$ cat config.mk
export PLATFORM = sky130hd
export DESIGN_NAME = sws_supervisor
export DESIGN_NICKNAME = d
export VERILOG_FILES = /design/src/common/sws_pkg.sv /design/src/core/sws_supervisor.sv
export SDC_FILE = /design/constraint.sdc
export NUM_CORES = 1
export LEC_CHECK = 0
export ABC_AREA = 1
export BUFFER_PORTS_ARGS = -buffer_cell sky130_fd_sc_hd__buf_2
export CORE_AREA = 4 4 120 122
export CTS_CLUSTER_SIZE = 24
export DETAILED_ROUTE_END_ITERATION = 7
export DIE_AREA = 0 0 124 126
export GPL_TIMING_DRIVEN = 0
export SYNTH_ARGS = -nofsm -noshare
export SYNTH_HDL_FRONTEND = slang
export SYNTH_SLANG_ARGS = --single-unit
export TNS_END_PERCENT = 5
$ cat constraint.sdc
create_clock -name mclk_i -period 2.9 [get_ports mclk_i]
set_input_delay 0.145 -clock mclk_i [delete_from_list [all_inputs] [get_ports mclk_i]]
set_output_delay 0.145 -clock mclk_i [all_outputs]
set_load 0.005 [all_outputs]
$ cat src/common/sws_pkg.sv
// Shared constants and types for the service window supervisor.
package sws_pkg;

  // Register byte offsets on the APB slave.
  localparam logic [7:0] SWS_SVC_OFS = 8'h00;
  localparam logic [7:0] SWS_CTRL_OFS = 8'h04;
  localparam logic [7:0] SWS_STAT_OFS = 8'h08;

  // Field positions inside the service register.
  localparam int SWS_WIN_MSB = 7;
  localparam int SWS_WIN_LSB = 6;
  localparam int SWS_KEY_MSB = 5;
  localparam int SWS_KEY_LSB = 1;
  localparam int SWS_CM_BIT = 0;

  // Field positions inside the control and status registers.
  localparam int SWS_CTRL_CLK_DELAY_BIT = 0;
  localparam int SWS_STAT_PEND_BIT = 0;
  localparam int SWS_STAT_WDFLT_BIT = 1;
  localparam int SWS_STAT_CMERR_BIT = 2;
  localparam int SWS_STAT_CFG_BIT = 3;
  localparam int SWS_STAT_DRIVE_BIT = 4;

  // Values after reset and the fixed service key.
  localparam logic [1:0] SWS_WIN_RESET = 2'h3;
  localparam logic SWS_CM_EN_RESET = 1'b1;
  localparam logic SWS_CLK_DELAY_RESET = 1'b0;
  localparam logic [4:0] SWS_SVC_KEY = 5'h0C;

  // Window limits and idle timer, counted in instruction cycles.
  localparam int SWS_LOWER_LIMIT = 2048;
  localparam int SWS_BASE_UPPER = 8192;
  localparam int SWS_IDLE_BITS = 13;
  localparam int SWS_IDLE_TOGGLE_BIT = 12;

  // Pin hold after the pin is seen low, in instruction cycles.
  localparam int SWS_HOLD_MIN = 16;
  localparam int SWS_HOLD_MAX = 32;
  localparam int SWS_HOLD_DEFAULT = 24;

  // Clock monitor frequencies in hertz.
  localparam int SWS_CM_REJECT_HZ = 10;
  localparam int SWS_CM_ACCEPT_HZ = 10000;
  localparam int SWS_REF_TICK_HZ = 1000;

  // Fault pin sequencer states.
  typedef enum logic [3:0] {
    SWS_FLT_IDLE = 4'h1,
    SWS_FLT_DRIVE = 4'h2,
    SWS_FLT_HOLD = 4'h4,
    SWS_FLT_WAIT = 4'h8
  } sws_fault_e;

endpackage

$ cat src/core/sws_supervisor.sv
// Windowed program supervisor with clock monitor and idle timer behind an APB slave.
//
// Behaviour
// Supervisor and monitor quiet during reset.
// Reset arms longest window, monitor enabled.
// First keyed write fixes window and monitor.
// Later writes must match key, window, monitor.
// Missing service before upper limit is error.
// Service before 2048 cycles is error.
// First configuring write restarts the window.
// Initial service may come early without error.
// Fault pin active low, else released.
// Drive low, hold 16-32 cycles after seen low.
// Window restarts when pin returns high.
// Services ignored while pin driven low.
// Clock error drives pin, releases after recovery.
// Accept 10 kHz clocks, reject below 10 Hz.
// Key field always reads as zero.
// Supervision timer paused in halt and idle.
// Clock monitor keeps running in halt, idle.
// Halt exit resumes or restarts by oscillator option.
// Idle exit is an automatic service.
// Idle timer flag every 4096 cycles, software clears.
// Window bits pick 8k, 16k, 32k, 64k.
// Service key is 01100.
// Clock check uses independent reference ticks.
//
// The APB register port and the address map were left to the implementer.
module sws_supervisor
  import sws_pkg::*;
#(
  parameter int HOLD_CYCLES = SWS_HOLD_DEFAULT,
  parameter int REF_TICK_HZ = SWS_REF_TICK_HZ
) (
  input wire logic mclk_i,
  input wire logic reset_i,
  input wire logic inst_tick_i,
  input wire logic ref_tick_i,
  input wire logic halt_i,
  input wire logic idle_i,
  input wire logic rc_osc_opt_i,
  input wire logic fault_pin_i,
  output logic fault_pin_o,
  output logic fault_pin_oe_n_o,
  input wire logic psel_i,
  input wire logic penable_i,
  input wire logic pwrite_i,
  input wire logic [7:0] paddr_i,
  input wire logic [31:0] pwdata_i,
  output logic [31:0] prdata_o,
  output logic pready_o,
  output logic pslverr_o
);

  // Reference ticks allowed between instruction cycles before the clock is rejected.
  localparam int CM_LIMIT = REF_TICK_HZ / (2 * SWS_CM_REJECT_HZ);

  // Refuse parameter values the counters cannot serve.
  // A hold outside 16 to 32 ticks breaks the pin timing, and a monitor limit under two
  // reference ticks would trip on the phase of the reference alone.
  initial begin
    if (HOLD_CYCLES < SWS_HOLD_MIN || HOLD_CYCLES > SWS_HOLD_MAX) begin
      $error("HOLD_CYCLES must lie between 16 and 32.");
    end
    if (CM_LIMIT < 2 || CM_LIMIT > 65535 || REF_TICK_HZ > 2 * SWS_CM_ACCEPT_HZ) begin
      $error("REF_TICK_HZ does not give a usable clock monitor limit.");
    end
  end

  // Last counter value of the selected window.
  // The shift gives 8k, 16k, 32k or 64k ticks, so the last value always fits 16 bits.
  function automatic logic [15:0] last_cycle(input logic [1:0] win);
    return 16'((SWS_BASE_UPPER << win) - 1);
  endfunction

  // Register file, bus and supervisor state.
  // Each group has its next value computed in one combinational process and a
  // register that only stores it.
  logic [1:0] win_reg, win_next;
  logic cm_en_reg, cm_en_next;
  logic cfg_reg, cfg_next;
  logic clk_delay_reg, clk_delay_next;
  logic pend_reg, pend_next;
  logic [15:0] wd_cnt_reg, wd_cnt_next;
  logic first_win_reg, first_win_next;
  sws_fault_e flt_reg, flt_next;
  logic [5:0] hold_cnt_reg, hold_cnt_next;
  logic halt_d_reg, halt_d_next;
  logic idle_d_reg, idle_d_next;
  logic [15:0] cm_cnt_reg, cm_cnt_next;
  logic cm_err_reg, cm_err_next;
  logic cm_hold_reg, cm_hold_next;
  logic [5:0] cm_hcnt_reg, cm_hcnt_next;
  logic drive_reg, drive_next;
  logic pready_reg, pready_next;
  logic pslverr_reg, pslverr_next;
  logic [31:0] prdata_reg, prdata_next;
  logic [SWS_IDLE_BITS-1:0] idle_cnt_reg = '0;
  logic [SWS_IDLE_BITS-1:0] idle_cnt_next;

  logic acc_done;
  logic wr_svc, wr_ctrl, wr_stat;
  logic [7:0] wbyte;
  logic key_ok, win_ok, cm_ok;

  // Bus decode: a write takes effect at the edge where pready is sampled high.
  // Decoding on the registered ready keeps a write from landing twice, and the
  // master still holds address and data at that edge, so nothing is latched early.
  // Only the low byte of the write data is used; the upper bytes are ignored.
  always_comb begin
    acc_done = psel_i & penable_i & pready_reg;
    wr_svc = acc_done & pwrite_i & (paddr_i == SWS_SVC_OFS);
    wr_ctrl = acc_done & pwrite_i & (paddr_i == SWS_CTRL_OFS);
    wr_stat = acc_done & pwrite_i & (paddr_i == SWS_STAT_OFS);
    wbyte = pwdata_i[7:0];
    key_ok = (wbyte[SWS_KEY_MSB:SWS_KEY_LSB] == SWS_SVC_KEY);
    win_ok = (wbyte[SWS_WIN_MSB:SWS_WIN_LSB] == win_reg);
    cm_ok = (wbyte[SWS_CM_BIT] == cm_en_reg);
  end

  // APB answer: one wait state, read data and error registered together.
  // The key bits of the service register always read as zero, so software cannot
  // learn the key by reading the register back.
  always_comb begin
    pready_next = psel_i & penable_i & ~pready_reg;
    pslverr_next = 1'b0;
    prdata_next = 32'h0000_0000;
    if (psel_i & penable_i & ~pready_reg) begin
      case (paddr_i)
        SWS_SVC_OFS: begin
          prdata_next[SWS_WIN_MSB:SWS_WIN_LSB] = win_reg;
          prdata_next[SWS_CM_BIT] = cm_en_reg;
        end
        SWS_CTRL_OFS: begin
          prdata_next[SWS_CTRL_CLK_DELAY_BIT] = clk_delay_reg;
        end
        SWS_STAT_OFS: begin
          prdata_next[SWS_STAT_PEND_BIT] = pend_reg;
          prdata_next[SWS_STAT_WDFLT_BIT] = (flt_reg != SWS_FLT_IDLE);
          prdata_next[SWS_STAT_CMERR_BIT] = cm_err_reg;
          prdata_next[SWS_STAT_CFG_BIT] = cfg_reg;
          prdata_next[SWS_STAT_DRIVE_BIT] = drive_reg;
        end
        default: begin
          // Unmapped addresses answer with an error and read as zero.
          pslverr_next = 1'b1;
        end
      endcase
    end
  end

  // Supervision timer, configuration and fault pin sequencer.
  // The window counter counts instruction ticks since the last restart. Until the
  // first restart after reset the early check is waived, so the configuring write
  // may come at any time inside the longest window. Errors only start the sequencer
  // from its quiet state; while it runs, further errors and services have no effect.
  // A restart clears the counter and ends the waiver for good.
  always_comb begin
    logic svc_ok;
    logic err_evt;
    logic restart;
    svc_ok = 1'b0;
    err_evt = 1'b0;
    restart = 1'b0;
    win_next = win_reg;
    cm_en_next = cm_en_reg;
    cfg_next = cfg_reg;
    wd_cnt_next = wd_cnt_reg;
    first_win_next = first_win_reg;
    flt_next = flt_reg;
    hold_cnt_next = hold_cnt_reg;
    // The delay select is a plain control bit that only steers the halt exit.
    clk_delay_next = wr_ctrl ? wbyte[SWS_CTRL_CLK_DELAY_BIT] : clk_delay_reg;
    // Service writes count only while the sequencer is quiet and the pin is free.
    if (wr_svc && flt_reg == SWS_FLT_IDLE && !drive_reg) begin
      if (!cfg_reg) begin
        if (key_ok) begin
          win_next = wbyte[SWS_WIN_MSB:SWS_WIN_LSB];
          cm_en_next = wbyte[SWS_CM_BIT];
          cfg_next = 1'b1;
          svc_ok = 1'b1;
        end else begin
          // A first write with the wrong key leaves the block unconfigured.
          err_evt = 1'b1;
        end
      end else if (!(key_ok && win_ok && cm_ok)) begin
        // A later write must repeat the stored window and monitor bit with the key.
        err_evt = 1'b1;
      end else if (!first_win_reg && wd_cnt_reg < 16'(SWS_LOWER_LIMIT)) begin
        err_evt = 1'b1;
      end else begin
        svc_ok = 1'b1;
      end
    end
    if (flt_reg == SWS_FLT_IDLE) begin
      if (svc_ok) begin
        restart = 1'b1;
      end else if (idle_d_reg && !idle_i) begin
        restart = 1'b1;
      end else if (halt_d_reg && !halt_i) begin
        // Only the RC option with no start-up delay keeps the count across halt.
        if (!(rc_osc_opt_i && !clk_delay_reg)) begin
          restart = 1'b1;
        end
      end else if (inst_tick_i && !halt_i && !idle_i) begin
        if (wd_cnt_reg == last_cycle(win_reg)) begin
          err_evt = 1'b1;
        end else begin
          wd_cnt_next = wd_cnt_reg + 16'h0001;
        end
      end
    end
    if (restart) begin
      wd_cnt_next = 16'h0000;
      first_win_next = 1'b0;
    end
    // Fault pin sequencer: drive, wait for low, hold, release, wait for high.
    // The hold starts only once the pin is seen low, so a slow pull-down still gets
    // the full hold time; a pin kept low from outside waits in the last state.
    case (flt_reg)
      SWS_FLT_IDLE: begin
        if (err_evt) begin
          flt_next = SWS_FLT_DRIVE;
        end
      end
      SWS_FLT_DRIVE: begin
        hold_cnt_next = 6'h00;
        if (!fault_pin_i) begin
          flt_next = SWS_FLT_HOLD;
        end
      end
      SWS_FLT_HOLD: begin
        if (inst_tick_i) begin
          if (hold_cnt_reg == 6'(HOLD_CYCLES - 1)) begin
            flt_next = SWS_FLT_WAIT;
          end else begin
            hold_cnt_next = hold_cnt_reg + 6'h01;
          end
        end
      end
      SWS_FLT_WAIT: begin
        if (fault_pin_i) begin
          flt_next = SWS_FLT_IDLE;
          wd_cnt_next = 16'h0000;
          first_win_next = 1'b0;
        end
      end
      default: begin
        flt_next = SWS_FLT_IDLE;
      end
    endcase
  end

  // Clock monitor on independent reference ticks, running in halt and idle too.
  // The counter restarts on every instruction tick and saturates at the limit, so a
  // stopped instruction clock is reported however long it stays stopped. Clearing the
  // enable at configuration drops a pending error and its hold at once.
  always_comb begin
    cm_cnt_next = cm_cnt_reg;
    cm_err_next = cm_err_reg;
    cm_hold_next = cm_hold_reg;
    cm_hcnt_next = cm_hcnt_reg;
    if (inst_tick_i) begin
      cm_cnt_next = 16'h0000;
    end else if (ref_tick_i && cm_cnt_reg != 16'(CM_LIMIT)) begin
      cm_cnt_next = cm_cnt_reg + 16'h0001;
    end
    if (!cm_en_reg) begin
      cm_err_next = 1'b0;
      cm_hold_next = 1'b0;
    end else if (cm_cnt_reg == 16'(CM_LIMIT)) begin
      cm_err_next = 1'b1;
      cm_hold_next = 1'b0;
    end else if (cm_err_reg && inst_tick_i) begin
      cm_err_next = 1'b0;
      cm_hold_next = 1'b1;
      cm_hcnt_next = 6'h00;
    end else if (cm_hold_reg && inst_tick_i) begin
      if (cm_hcnt_reg == 6'(HOLD_CYCLES - 1)) begin
        cm_hold_next = 1'b0;
      end else begin
        cm_hcnt_next = cm_hcnt_reg + 6'h01;
      end
    end
  end

  // Pin drive combines both error sources; idle timer flag sets over a clear.
  // The drive is taken from the next state so that the pin follows an error at once.
  // Set wins over a clear in the same cycle, so a toggle is never lost.
  always_comb begin
    logic [SWS_IDLE_BITS-1:0] nxt;
    nxt = idle_cnt_reg + SWS_IDLE_BITS'(1);
    idle_cnt_next = inst_tick_i ? nxt : idle_cnt_reg;
    drive_next = (flt_next == SWS_FLT_DRIVE) | (flt_next == SWS_FLT_HOLD) |
                 cm_err_next | cm_hold_next;
    pend_next = pend_reg;
    if (wr_stat && wbyte[SWS_STAT_PEND_BIT]) begin
      pend_next = 1'b0;
    end
    if (inst_tick_i && (nxt[SWS_IDLE_TOGGLE_BIT] != idle_cnt_reg[SWS_IDLE_TOGGLE_BIT])) begin
      pend_next = 1'b1;
    end
  end

  // Idle timer keeps running through reset.
  // It has no reset branch on purpose: software syncs to its free-running count.
  // The declaration value only gives simulation a known start.
  always_ff @(posedge mclk_i) begin
    idle_cnt_reg <= idle_cnt_next;
  end

  // Mode levels delayed by one cycle, so that leaving halt or idle shows as an edge.
  always_comb begin
    halt_d_next = halt_i;
    idle_d_next = idle_i;
  end

  // State registers with synchronous reset.
  // The delayed mode levels reset to the idle level of their inputs, so no false
  // exit edge follows reset.
  always_ff @(posedge mclk_i) begin
    if (reset_i) begin
      win_reg <= SWS_WIN_RESET;
      cm_en_reg <= SWS_CM_EN_RESET;
      cfg_reg <= 1'b0;
      clk_delay_reg <= SWS_CLK_DELAY_RESET;
      pend_reg <= 1'b0;
      wd_cnt_reg <= 16'h0000;
      first_win_reg <= 1'b1;
      flt_reg <= SWS_FLT_IDLE;
      hold_cnt_reg <= 6'h00;
      halt_d_reg <= 1'b0;
      idle_d_reg <= 1'b0;
      cm_cnt_reg <= 16'h0000;
      cm_err_reg <= 1'b0;
      cm_hold_reg <= 1'b0;
      cm_hcnt_reg <= 6'h00;
      drive_reg <= 1'b0;
      pready_reg <= 1'b0;
      pslverr_reg <= 1'b0;
      prdata_reg <= 32'h0000_0000;
    end else begin
      win_reg <= win_next;
      cm_en_reg <= cm_en_next;
      cfg_reg <= cfg_next;
      clk_delay_reg <= clk_delay_next;
      pend_reg <= pend_next;
      wd_cnt_reg <= wd_cnt_next;
      first_win_reg <= first_win_next;
      flt_reg <= flt_next;
      hold_cnt_reg <= hold_cnt_next;
      halt_d_reg <= halt_d_next;
      idle_d_reg <= idle_d_next;
      cm_cnt_reg <= cm_cnt_next;
      cm_err_reg <= cm_err_next;
      cm_hold_reg <= cm_hold_next;
      cm_hcnt_reg <= cm_hcnt_next;
      drive_reg <= drive_next;
      pready_reg <= pready_next;
      pslverr_reg <= pslverr_next;
      prdata_reg <= prdata_next;
    end
  end

  // Outputs straight from flip-flops; the pin value is always low when enabled.
  // The pin value is a tie: the enable alone chooses between driving low and
  // leaving the pin to the external pull-up.
  always_comb begin
    fault_pin_o = 1'b0;
    fault_pin_oe_n_o = ~drive_reg;
    prdata_o = prdata_reg;
    pready_o = pready_reg;
    pslverr_o = pslverr_reg;
  end

endmodule // sws_supervisor

**Word-level counts from Yosys, hierarchy flattened**

Index checks and enable logic that the tools add are counted.

- Register bits after elaboration: 107
- Output and inout port bits: 36
- Logic and storage cells: 159

- Bitwise operators: 17
- Add/subtract/negate cells: 6
- Eq/ne operators: 21
- Mux-type cells: 58
- $lt $le $gt $ge: 1
- Reductions and logical operators: 32
- Shifts and indexed selects: 1

Operators by type and width:

| kind | number |
|---|---|
| 2-to-1 mux 16 bit | 9 |
| 2-to-1 mux 1 bit | 36 |
| adder 16 x 1 -> 16 bit, second input constant | 2 |
| 2-to-1 mux 6 bit | 5 |
| 2-to-1 mux 4 bit | 5 |
| == test 16 bit | 1 |
| == test 16 x 6 -> 1 bit, second input constant | 1 |
| less-than comparator 16 x 12 -> 1 bit, second input constant | 1 |
| inequality test 16 x 6 -> 1 bit, second input constant | 1 |
| case mux 4 bit (4 select lines) | 1 |
| left shift 14 x 2 -> 16 bit, first input constant | 1 |
| subtractor 16 x 2 -> 16 bit, second input constant | 1 |
| logical AND 1 bit | 15 |
| adder 13 x 1 -> 13 bit, second input constant | 1 |
| adder 6 x 1 -> 6 bit, second input constant | 2 |
| == test 6 x 5 -> 1 bit, second input constant | 2 |
| case mux 6 bit (2 select lines) | 1 |
| OR reduction 3 bit | 3 |
| == test 4 x 2 -> 1 bit, second input constant | 2 |
| == test 4 x 3 -> 1 bit, second input constant | 2 |
| == test 8 x 3 -> 1 bit, second input constant | 1 |
| == test 8 x 4 -> 1 bit, second input constant | 1 |
| logical NOT 8 bit | 1 |
| AND 1 bit | 7 |
| other kinds (16) | 34 |

**Longest topological paths before layout**

Gate-level depths: netlist of the first run.

- Depth in word-level cells: 19
- Mapped depth: 13
- Gate-level depth less buffers: 12

**Worst setup path after synthesis of the first run**

No wires, ideal clock.

- Kind: reg-to-reg
- Start point: reg cm_cnt_reg[0]
- End point: reg cm_hcnt_reg[0]
- Period minus slack after synthesis: 1534 ps
- Buffers on the path: 1
- Slack: 1366 ps
- Data required time: 2772 ps
- Arrival time: 1406 ps
- Setup time: 128 ps
- Stages on the path, launching flop included: 13
- Cell sequence: dfxtp_1 -> inv_1 -> ha_1 -> nand3_1 -> nor2_1 -> nand2_2 -> nand2_1 -> or2_1 -> buf_6 -> inv_4 -> o21ai_1 -> o21ai_1 -> nor2_1

- Longest elaborated chain between the ends: 3

Ends and longest elaborated chain:

| element | RTL line | RTL |
|---|---|---|
| start, declared | sws_supervisor.sv:90 | `logic [15:0] cm_cnt_reg, cm_cnt_next;` |
| start signal, assigned | sws_supervisor.sv:354 | `cm_cnt_reg <= cm_cnt_next;` |
| == test 16 x 6 -> 1 bit | sws_supervisor.sv:271 | `end else if (cm_cnt_reg == 16'(CM_LIMIT)) begin` |
| NOT 1 bit (no line) | - |  |
| AND reduction 4 bit (no line) | - |  |
| end signal, assigned | sws_supervisor.sv:357 | `cm_hcnt_reg <= cm_hcnt_next;` |
| end, declared | sws_supervisor.sv:93 | `logic [5:0] cm_hcnt_reg, cm_hcnt_next;` |

No other way between the ends.
A chain may end at the register's enable or synchronous reset.

**Final worst setup path of the first run**

- Start point: reg wd_cnt_reg[0]
- End point: reg wd_cnt_reg[15]

- Longest elaborated chain between the ends: 11
- Elaborated cells on any way between the ends: 19

Ends and longest elaborated chain:

| element | RTL line | RTL |
|---|---|---|
| start, declared | sws_supervisor.sv:84 | `logic [15:0] wd_cnt_reg, wd_cnt_next;` |
| start signal, assigned | sws_supervisor.sv:348 | `wd_cnt_reg <= wd_cnt_next;` |
| less-than comparator 16 x 12 -> 1 bit | sws_supervisor.sv:189 | `end else if (!first_win_reg && wd_cnt_reg < 16'(SWS_LOWER_LIMIT)) begin` |
| logical AND 1 bit | sws_supervisor.sv:189 |  |
| 2-to-1 mux 1 bit | sws_supervisor.sv:189 |  |
| 2-to-1 mux 1 bit | sws_supervisor.sv:186 | `end else if (!(key_ok && win_ok && cm_ok)) begin` |
| 2-to-1 mux 1 bit | sws_supervisor.sv:176 | `if (!cfg_reg) begin` |
| 2-to-1 mux 1 bit | sws_supervisor.sv:175 | `if (wr_svc && flt_reg == SWS_FLT_IDLE && !drive_reg) begin` |
| 2-to-1 mux 16 bit or 2-to-1 mux 1 bit (tied branches) | sws_supervisor.sv:196 | `if (svc_ok) begin` |
| 2-to-1 mux 16 bit or 2-to-1 mux 1 bit (tied branches) | sws_supervisor.sv:195 | `if (flt_reg == SWS_FLT_IDLE) begin` |
| 2-to-1 mux 16 bit (*) | sws_supervisor.sv:213 | `if (restart) begin` |
| 2-to-1 mux 16 bit | sws_supervisor.sv:242 | `if (fault_pin_i) begin` |
| 2-to-1 mux 16 bit (*) | sws_supervisor.sv:220 | `case (flt_reg)` |

Mark *: on every way between the ends. The rest lies on a longest branch, timed or not.

==> flow_summary.yaml, run 1 <==
outcome:
  status: "finished clean"
place:
  port_buffers: 35
  pre_cts_ws_ps: 1026
  hpwl_mm: 7.684
  routabilityCongestion: 0.8356
logic_synthesis:
  ys.flop_type: "dfxtp_1"
  synth.distinct_cells: 44
  syn_area_per_cell_um2: 7.054
  yosysWarnings: 0
  yosysSeqAreaShare_pct: 37.69
  synth-seq-cells: 81
  synth_cells: 655
  synth_area_mm2: 0.004621
  synth_edf_count: 12
  ys_async_sr_fraction_pct: 0
hold_path:
  hp-class: "primary input to flip-flop"
  holdPathEnd: "idle_d_reg"
  min_from: "idle_i"
  hold_depth: 3
die:
  die_y_um: 126
  fp-row-count: 42
  io_pins: 87
  dieArea_mm2: 0.01562
  die_w_um: 124
  initial_core_util_pct: 35.03
  core_area_mm2: 0.01319
clocking:
  htree_num_levels: 3
  cts-root-buf: "clkbuf_16"
  postCtsResizedCells: 0
  cts.reportedPaths.clkPinSlew_ps: 60
  cts_sinks: 81
  post_cts_buffers: 0
  cts_buffers: 9
  cts_hold_buf: 0
  clkLatencyLatePin_ps: 340
  clockBufferDepth: 2
  cts_tree: "built"
worst_setup_path:
  cp_data_arrival_time_ps: 2040
  reg2reg_depth: 10
  rr_endpoint: "wd_cnt_reg[15]"
  r2r_slack_ps: 1130
  cp.required_ps: 3170
  crit_type: "flip-flop to flip-flop"
  crit_fanout: 10
  slowest_delay_ps: 390
  critPathMostFrequentCell: "nand2_1"
  critPathLaunchType: "flip-flop"
  cp_cell_sequence: "ha_1, nand2_2, nor2_2, nand3_1, nor3_2, a21oi_2, buf_6, nand2_1, nand2_1, a21oi_1"
  end_kind: "flip-flop"
  cp_slowest_cell: "dfxtp_1"
  reg2reg_from: "wd_cnt_reg[0]"
final_layout:
  num_antenna_cells: 0
  layout_common_cells: "143 x nand2_1, 101 x nor2_1, 69 x inv_1, 69 x dfxtp_1, 47 x nand3_1"
  drive_gt1_share_pct: 16.96
  fillers: 1392
  layout_commonest_cell: "nand2_1"
  finalNetCount: 783
  area_growth_pct: 17.57
drt:
  drcViolationCount: 0
  vias: 4075
  drt-total-wl_mm: 10.05
  dr.pass1.iters: 4
  vias_per_cell: 4.493
  ant_nets: 0
  wl_per_cell_um: 11.08
  drtIter0Drc: 203
grt:
  grt_pass1_vias: 3723
  grt_max_degree: 15
  grt_usage_pct: 13.40
  grt_pass1_wl_mm: 16.88
  gr-total-overflow: 0
  antenna_found_initial: 0
pwr:
  power_leakage_nw: 2.374
  ir_drop_mv: 0.2289
  powerDensity_mw_per_mm2: 469.7
timing:
  slew-limit-headroom_pct: 61.43
  finalSetupViolCount: 0
  fmax_mhz: 564.0
  fin_skew_ps: 8.106
  hold_viol: 0
  period_minus_slack_ps: 1773
  tns_ps: 0
  setup_slack_ps: 1127
  rsz0062_at_grt: "false"
  worst_pin_slew_ps: 576.4
  post-route-period-util_pct: 61.14
  slew_viol_final: 0
flow_run:
  drv_cap: 0
-- through the flow --
step / total power [W] / hold WS, ps / utilization, % / std cells / cell area [µm²]
global route: 0.002665 / 62.38 / 41.19 / 907 / 5433
floorplan: 0.001308 / 257.5 / - / 680 / 4715
finish: 0.002552 / 39.12 / 41.19 / 907 / 5433
detailed placement: 0.001358 / 398.1 / 38.74 / 891 / 5110
CTS: 0.002592 / 37.39 / 41.19 / 907 / 5433
global placement: 0.001356 / 389.5 / 38.74 / 891 / 5110
-- routing by layer --
layer	up-vias	share of wire, %	track usage, %
li1	2208	-	-
met1	1776	49	17.52
met2	80	44	21.48
met3	11	5.7	2.422
met4	0	1.7	5.928
met5	-	0	0
-- cells by family after synthesis --
kind of cell	after synthesis	share of synthesized area, %
AND/OR/NAND/NOR	371	37.04
buffers and inverters	118	12.65
flip-flops	81	37.69
AO/OA/AOI/OAI	56	6.743
XOR/XNOR	22	4.170
adder cells (fa/ha/maj)	6	1.625
other	1	0.08116
-- synth_stat cells (2+ instances only) --
library cell	count	area share, %
nor2_4	4	0.97
a21oi_1	28	3.0
nor4_1	2	0.27
nand2_2	7	0.95
o211ai_1	4	0.65
nand2_1	143	12
ha_1	6	1.6
clkbuf_1	3	0.24
a31oi_1	2	0.27
a211oi_1	3	0.49
edfxtp_1	12	7.8
nand4_1	30	4.1
buf_4	28	4.5
inv_2	12	0.97
nor3_2	4	0.87
nand2_4	2	0.49
nor3b_1	2	0.32
inv_1	69	5.6
buf_6	3	0.73
dfxtp_1	69	30
nor2_1	101	8.2
xnor2_1	7	1.3
nor2_2	7	0.95
o21ai_0	7	0.76
nand3_1	47	5.1
o21ai_1	8	0.87
nor3_1	14	1.5
xor2_1	15	2.8
-- critical path, delay by kind of cell, from the launching register on --
kind | cells | cell delay (ps)
AOI/OAI and AO/OA | 2 | 200
and+or+nand+nor | 6 | 730
buffers and inverters | 1 | 150
adders and majority gates | 1 | 230
DFF | 1 | 390
-- power by group --
part	switching, W	internal [W]
combinational	0.0000908	0.0000659
sequential	0.0000134	0.00116
clock	0.000469	0.000749
total	0.000574	0.00198
-- worst max-delay path by stage --
stage / cells after the start / startpoint / to / slack, ps
finish: 10 / wd_cnt_reg[0] / wd_cnt_reg[15] / 1130
CTS: 10 / wd_cnt_reg[0] / wd_cnt_reg[15] / 1130
detailed placement: 7 / inst_tick_i / cm_cnt_reg[9] / 1030
global route: 10 / wd_cnt_reg[0] / wd_cnt_reg[13] / 910
floorplan: 12 / cm_cnt_reg[0] / cm_hcnt_reg[0] / 1370
global placement: 7 / inst_tick_i / cm_cnt_reg[9] / 1060
-- layout make-up --
class                      count  area [µm²]  share of cell area [%]
buffer                        35       270.3                   4.975
clock buffer                  12       267.8                   4.929
tap                          176       220.2                   4.053
sequential                    81        1742                   32.06
multi-input combinational    481        2389                   43.97
timing repair buffer          35       175.2                   3.224
clock inverter                 4       55.05                   1.013
inverter                      83       314.1                   5.781
Note: power is estimated with default switching activity, not from simulation.
==> run 2, diff against run 1 <==
ABC_AREA = 0   (was 1)
CORE_AREA = 4 4 113 115   (was 4 4 120 122)
DIE_AREA = 0 0 117 119   (was 0 0 124 126)
clock period = 1.7 ns   (was 2.9 ns; I/O delays follow)
==> run 2 against run 1 <==
Compared with the run above:
- the flow now finishes with violations (setup timing)
- routed wire length shrank 11%
- core utilization grew 2.9 points
- global-route usage shrank 0.40 points
- non-clock buffer count grew 13
- cell count shrank 25%
- critical path type unchanged
- critical endpoint is now wd_cnt_reg[7]
- largest cell class unchanged
- highest routed layer unchanged
==> flow_summary.yaml, run 2 <==
die:
  io_pins: 87
  die_w_um: 117
  dieArea_mm2: 0.01392
  die_y_um: 119
  fp-row-count: 40
  core_area_mm2: 0.01181
  initial_core_util_pct: 34.40
worst_setup_path:
  critPathLaunchType: "flip-flop"
  cp.required_ps: 1970
  crit_fanout: 5
  end_kind: "flip-flop"
  reg2reg_depth: 7
  crit_type: "flip-flop to flip-flop"
  rr_endpoint: "wd_cnt_reg[7]"
  startpoint: "wd_cnt_reg[12]"
  cp_data_arrival_time_ps: 2300
  r2r_slack_ps: -320
  reg2reg_from: "wd_cnt_reg[12]"
  setup.worst_path.end: "wd_cnt_reg[7]"
clocking:
  htree_num_levels: 3
  clkLatencyLatePin_ps: 330
  clockBufferDepth: 2
  cts-root-buf: "clkbuf_16"
  cts.reportedPaths.clkPinSlew_ps: 60
  cts_tree: "built"
  cts_buffers: 9
  cts_sinks: 81
pwr:
  powerDensity_mw_per_mm2: 805.5
  power.total_w: 0.004195
  power_leakage_nw: 1.987
  ir_drop_mv: 0.4348
final_layout:
  layout_common_cells: "54 x dfxtp_1, 46 x nor2_1, 38 x buf_2"
  num_antenna_cells: 0
  layout_commonest_cell: "dfxtp_1"
  finalNetCount: 589
  drive_gt1_share_pct: 30.54
  post-route-util_pct: 44.10
  area_growth_pct: 28.21
timing:
  fmax_mhz: 494.1
  period_minus_slack_ps: 2024
  slew-limit-headroom_pct: 59.54
  post-route-period-util_pct: 119.1
  worst_pin_slew_ps: 605.3
  hold_slack_ps: 13.52
  rsz0062_at_grt: "true"
  fin_skew_ps: 6.352
  hold_viol: 0
  setup_slack_ps: -324.0
  slew_viol_final: 0
  finalSetupViolCount: 33
hold_path:
  hp-class: "primary input to flip-flop"
logic_synthesis:
  synth-seq-cells: 81
  yosysTopAreaCell: "dfxtp_1"
  synth.top_cells.by_count: "69 x dfxtp_1, 47 x nor2_1, 38 x nand2_1, 26 x buf_4, 23 x a21oi_1"
  synth.distinct_cells: 62
  synth_edf_count: 12
  synth_area_leaders: "dfxtp_1 34%, edfxtp_1 8.9%, buf_4 4.8%"
  yosysSeqAreaShare_pct: 42.87
  yosysWarnings: 0
  yosysMostFrequentCell: "dfxtp_1"
  ys_async_sr_fraction_pct: 0
  syn_area_per_cell_um2: 9.048
  ys.flop_type: "dfxtp_1"
  synth_top_cell_area_share_pct: 34.00
  synth_area_mm2: 0.004063
  synth_cells: 449
drt:
  drcViolationCount: 0
  vias: 3352
  drtIter0Drc: 199
  wl_per_cell_um: 13.07
  ant_nets: 0
  dr.pass1.iters: 4
  vias_per_cell: 4.901
  drt-total-wl_mm: 8.939
place:
  hpwl_mm: 6.238
  pre_cts_ws_ps: -528.2
  routabilityCongestion: 0.7982
  port_buffers: 35
outcome:
  status: "finished, violations left"
  violations: "setup timing"
grt:
  grt_max_degree: 15
  grt_pass1_vias: 3310
  gr-total-overflow: 0
  grt_usage_pct: 13.00
  antenna_found_initial: 0
  grt_pass1_wl_mm: 14.91
flow_run:
  drv_cap: 0
==> run 2: cell types whose count changed after synthesis, sizes merged, moves of 12 or more <==
cell   delta
inv      -71
nand2   -114
nand3    -30
nand4    -18
nor2     -65
nor3     -12
or3      +15
==> run 2: through the flow <==
stage	area, µm²	instances	TNS [ps]
floorplan	4175	474	-2400
global placement	4534	656	-11900
detailed placement	4534	656	-14230
CTS	5081	679	-5958
global route	5209	684	-9111
finish	5209	684	-5258
==> run 2: cell type report <==
type                       instances  area [µm²]
tap                              147       183.9
timing repair buffer              47       295.3
clock inverter                     7       68.82
fill                            1143        6603
sequential                        81        1768
clock buffer                       9       225.2
multi-input combinational        346        2366
inverter                          11       41.29
buffer                            36       260.3
==> run 2: worst max-delay path: stages (launching register included) <==
cell	delay (ps)
dfxtp_2	330
or3_4	400
o2111ai_4	240
and2_4	190
o211ai_4	110
buf_6	160
or4_4	420
a21oi_2	120
==> run 2: how the worst min path moves through the flow <==
stage	from	endpoint	slack (ps)	depth (start not counted)
floorplan	paddr_i[3]	prdata_o[6]	160	1
global placement	halt_i	halt_d_reg	340	2
detailed placement	halt_i	halt_d_reg	340	2
CTS	idle_i	idle_d_reg	3	2
global route	pwdata_i[7]	win_reg[1]	20	2
finish	idle_i	idle_d_reg	10	2
==> run 2: timing repair <==
action	CTS	global route
gates resized for setup	51	22
hold endpoints to repair	1	0
setup buffers	5	2
gates cloned	1	3
hold buffers	1	0
setup endpoints to repair	48	48
pin swaps	9	13
==> run 2: kinds of logic after synthesis <==
group	share of synthesized area (%)
and+or+nand+nor	26.55
buffers and inverters	7.176
other	0.09230
AOI/OAI and AO/OA	11.98
xor gates and xnor gates	7.977
DFF	42.87
adders and majority gates	1.848
muxes	1.509
==> run 2: per-layer routing <==
layer / GRT usage, % / vias to the layer above / wire length [µm]
li1: - / 1713 / -
met5: 0 / - / 0
met2: 21.37 / 66 / 4316
met3: 1.880 / 19 / 319
met4: 5.591 / 0 / 212
met1: 16.78 / 1554 / 4090
==> run 2: report_power, final <==
part / switching (W) / internal, W / total, W
Sequential: 0.0000265 / 0.00198 / 0.00201
Clock: 0.000776 / 0.00113 / 0.00191
Combinational: 0.000141 / 0.000139 / 0.000279
Total: 0.000943 / 0.00325 / 0.00420
==> run 3, diff against run 2 <==
TNS_END_PERCENT = unset   (was 5)
==> run 3 against run 2 <==
Compared with the run above:
- the run still ends with setup timing left
- clock skew rose by 1.3 ps
- via count grew 2.3%
- register-to-register slack about the same
- power fell by 2.1%
- largest power group unchanged
==> flow_summary.yaml, run 3 (synthesis results as in run 2) <==
final_layout:
  finalNetCount: 604
  layout_commonest_cell: "dfxtp_1"
  final_area_mm2: 0.005339
  post-route-util_pct: 45.20
  fillers: 1147
  layout_common_cells: "50 x dfxtp_1, 45 x nor2_1, 43 x buf_4"
  area_growth_pct: 31.41
  drive_gt1_share_pct: 32.07
worst_setup_path:
  reg2reg_from: "wd_cnt_reg[15]"
  critPathLaunchType: "flip-flop"
  slowest_delay_ps: 420
  crit_type: "flip-flop to flip-flop"
  cp.depth: 7
  cp_top_family: "compound AO/OA/AOI/OAI gates"
  cp_cell_sequence: "or3_4, o2111ai_4, a211oi_2, o21a_1, a311o_2, clkbuf_16, a21oi_2"
  end_kind: "flip-flop"
  startpoint: "wd_cnt_reg[15]"
  cp_data_arrival_time_ps: 2320
  cp_slowest_cell: "a311o_2"
  rr_endpoint: "wd_cnt_reg[13]"
  reg2reg_depth: 7
  r2r_slack_ps: -330
  crit_fanout: 8
  cp.required_ps: 1980
  cp_num_buf_inv: 1
  setup.worst_path.end: "wd_cnt_reg[13]"
timing:
  fin_skew_ps: 7.650
  post-route-period-util_pct: 119.6
  slew_viol_final: 0
  finalSetupViolCount: 22
  rsz0062_at_grt: "true"
  fmax_mhz: 491.7
  setup_slack_ps: -333.8
  period_minus_slack_ps: 2034
  hold_viol: 0
pwr:
  power_leakage_nw: 2.057
  p_int_w: 0.003129
  p_clk_share_pct: 43.9
  switching_share_pct: 23.85
  pwr-share-seq_pct: 48.8
  p_comb_share_pct: 7.3
  ir_drop_mv: 0.3633
  powerDensity_mw_per_mm2: 769.5
  p_sw_w: 0.0009798
place:
  hpwl_mm: 6.298
  routabilityCongestion: 0.7752
  port_buffers: 35
  postPlaceCellArea_mm2: 0.004618
drt:
  drt-total-wl_mm: 9.059
  ant_nets: 0
  drcViolationCount: 0
  vias_per_cell: 4.897
  vias: 3428
  drtIter0Drc: 119
  wl_per_cell_um: 12.94
  dr.pass1.iters: 4
grt:
  gr-total-overflow: 0
  grt_pass1_wl_mm: 14.42
  grt_max_degree: 16
  grt_usage_pct: 12.95
  grt_pass1_vias: 3158
  antenna_found_initial: 0
clocking:
  cts_tree: "built"
  cts_buffers: 9
  htree_num_levels: 3
  cts-root-buf: "clkbuf_16"
  cts.reportedPaths.clkPinSlew_ps: 70
  clkLatencyLatePin_ps: 340
  cts_sinks: 81
  clockBufferDepth: 2
die:
  dieArea_mm2: 0.01392
  initial_core_util_pct: 34.40
  fp-row-count: 40
  io_pins: 87
  core_area_mm2: 0.01181
  die_y_um: 119
  die_w_um: 117
flow_run:
  drv_cap: 0
hold_path:
  hp-class: "primary input to flip-flop"
outcome:
  status: "finished, violations left"
  violations: "setup timing"
==> run 3: worst reg2reg max path: cells and delay by family (launching register included) <==
| family | cells | cell delay [ps] |
|---|---|---|
| AO/OA/AOI/OAI | 5 | 1030 |
| buffers and inverters | 1 | 200 |
| AND/OR/NAND/NOR | 1 | 400 |
| flip-flops | 1 | 340 |
==> run 3: through the flow <==
step | hold slack (ps) | setup slack [ps] | TNS, ps | instances | power, W
final | 21.76 | -333.8 | -5438 | 700 | 0.004108
after global routing | 22.21 | -412.8 | -7763 | 699 | 0.004286
after CTS | 3.770 | -322.3 | -5078 | 687 | 0.004149
after detailed placement | 336.9 | -417.8 | -11130 | 656 | 0.002300
after global placement | 326.0 | -421.0 | -10290 | 656 | 0.002293
after floorplan | 161.7 | -141.5 | -1624 | 474 | 0.002219
==> run 3: worst min path at each step <==
| stage | depth (start not counted) | to | slack [ps] | start |
|---|---|---|---|---|
| floorplan | 1 | prdata_o[6] | 160 | paddr_i[3] |
| global route | 2 | prdata_o[7] | 20 | paddr_i[3] |
| finish | 2 | prdata_o[7] | 20 | paddr_i[3] |
| detailed placement | 2 | win_reg[1] | 340 | pwdata_i[7] |
| CTS | 2 | prdata_o[7] | 4 | paddr_i[3] |
| global placement | 2 | win_reg[0] | 330 | pwdata_i[6] |
==> run 3: power by group through the flow <==
stage | Clock [W] | Combinational, W | Sequential (W)
final | 0.00180 | 0.000301 | 0.00200
after global routing | 0.00195 | 0.000333 | 0.00201
after CTS | 0.00186 | 0.000278 | 0.00201
after detailed placement | 0 | 0.000248 | 0.00205
after global placement | 0 | 0.000242 | 0.00205
after floorplan | 0 | 0.000172 | 0.00205
==> run 3: per-layer routing <==
metal	global-route usage [%]	vias to the layer above	part of all wire (%)
li1	-	1746	-
met1	16.11	1603	47
met2	20.80	68	47
met3	3.252	11	4.5
met4	6.022	0	1.9
met5	0	-	0
==> run 3: layout make-up <==
type | count | area [µm²] | share of cell area [%]
Clock inverter | 6 | 42.54 | 0.7968
Antenna cell | 1 | 2.502 | 0.04687
Sequential cell | 81 | 1775 | 33.26
Multi-Input combinational cell | 346 | 2386 | 44.69
Inverter | 11 | 41.29 | 0.7734
Tap cell | 147 | 183.9 | 3.445
Timing Repair Buffer | 62 | 416.7 | 7.804
Buffer | 36 | 261.5 | 4.898
Clock buffer | 10 | 229.0 | 4.289
==> run 3: timing repair <==
action                                 4_1_cts  5_1_grt
resized for setup                           18       37
gates cloned                                 1        1
setup endpoints to repair                   46       43
endpoints found under the hold margin        5        0
hold buffers                                 5        0
buffers inserted                             9       11
pin swaps                                    6       20
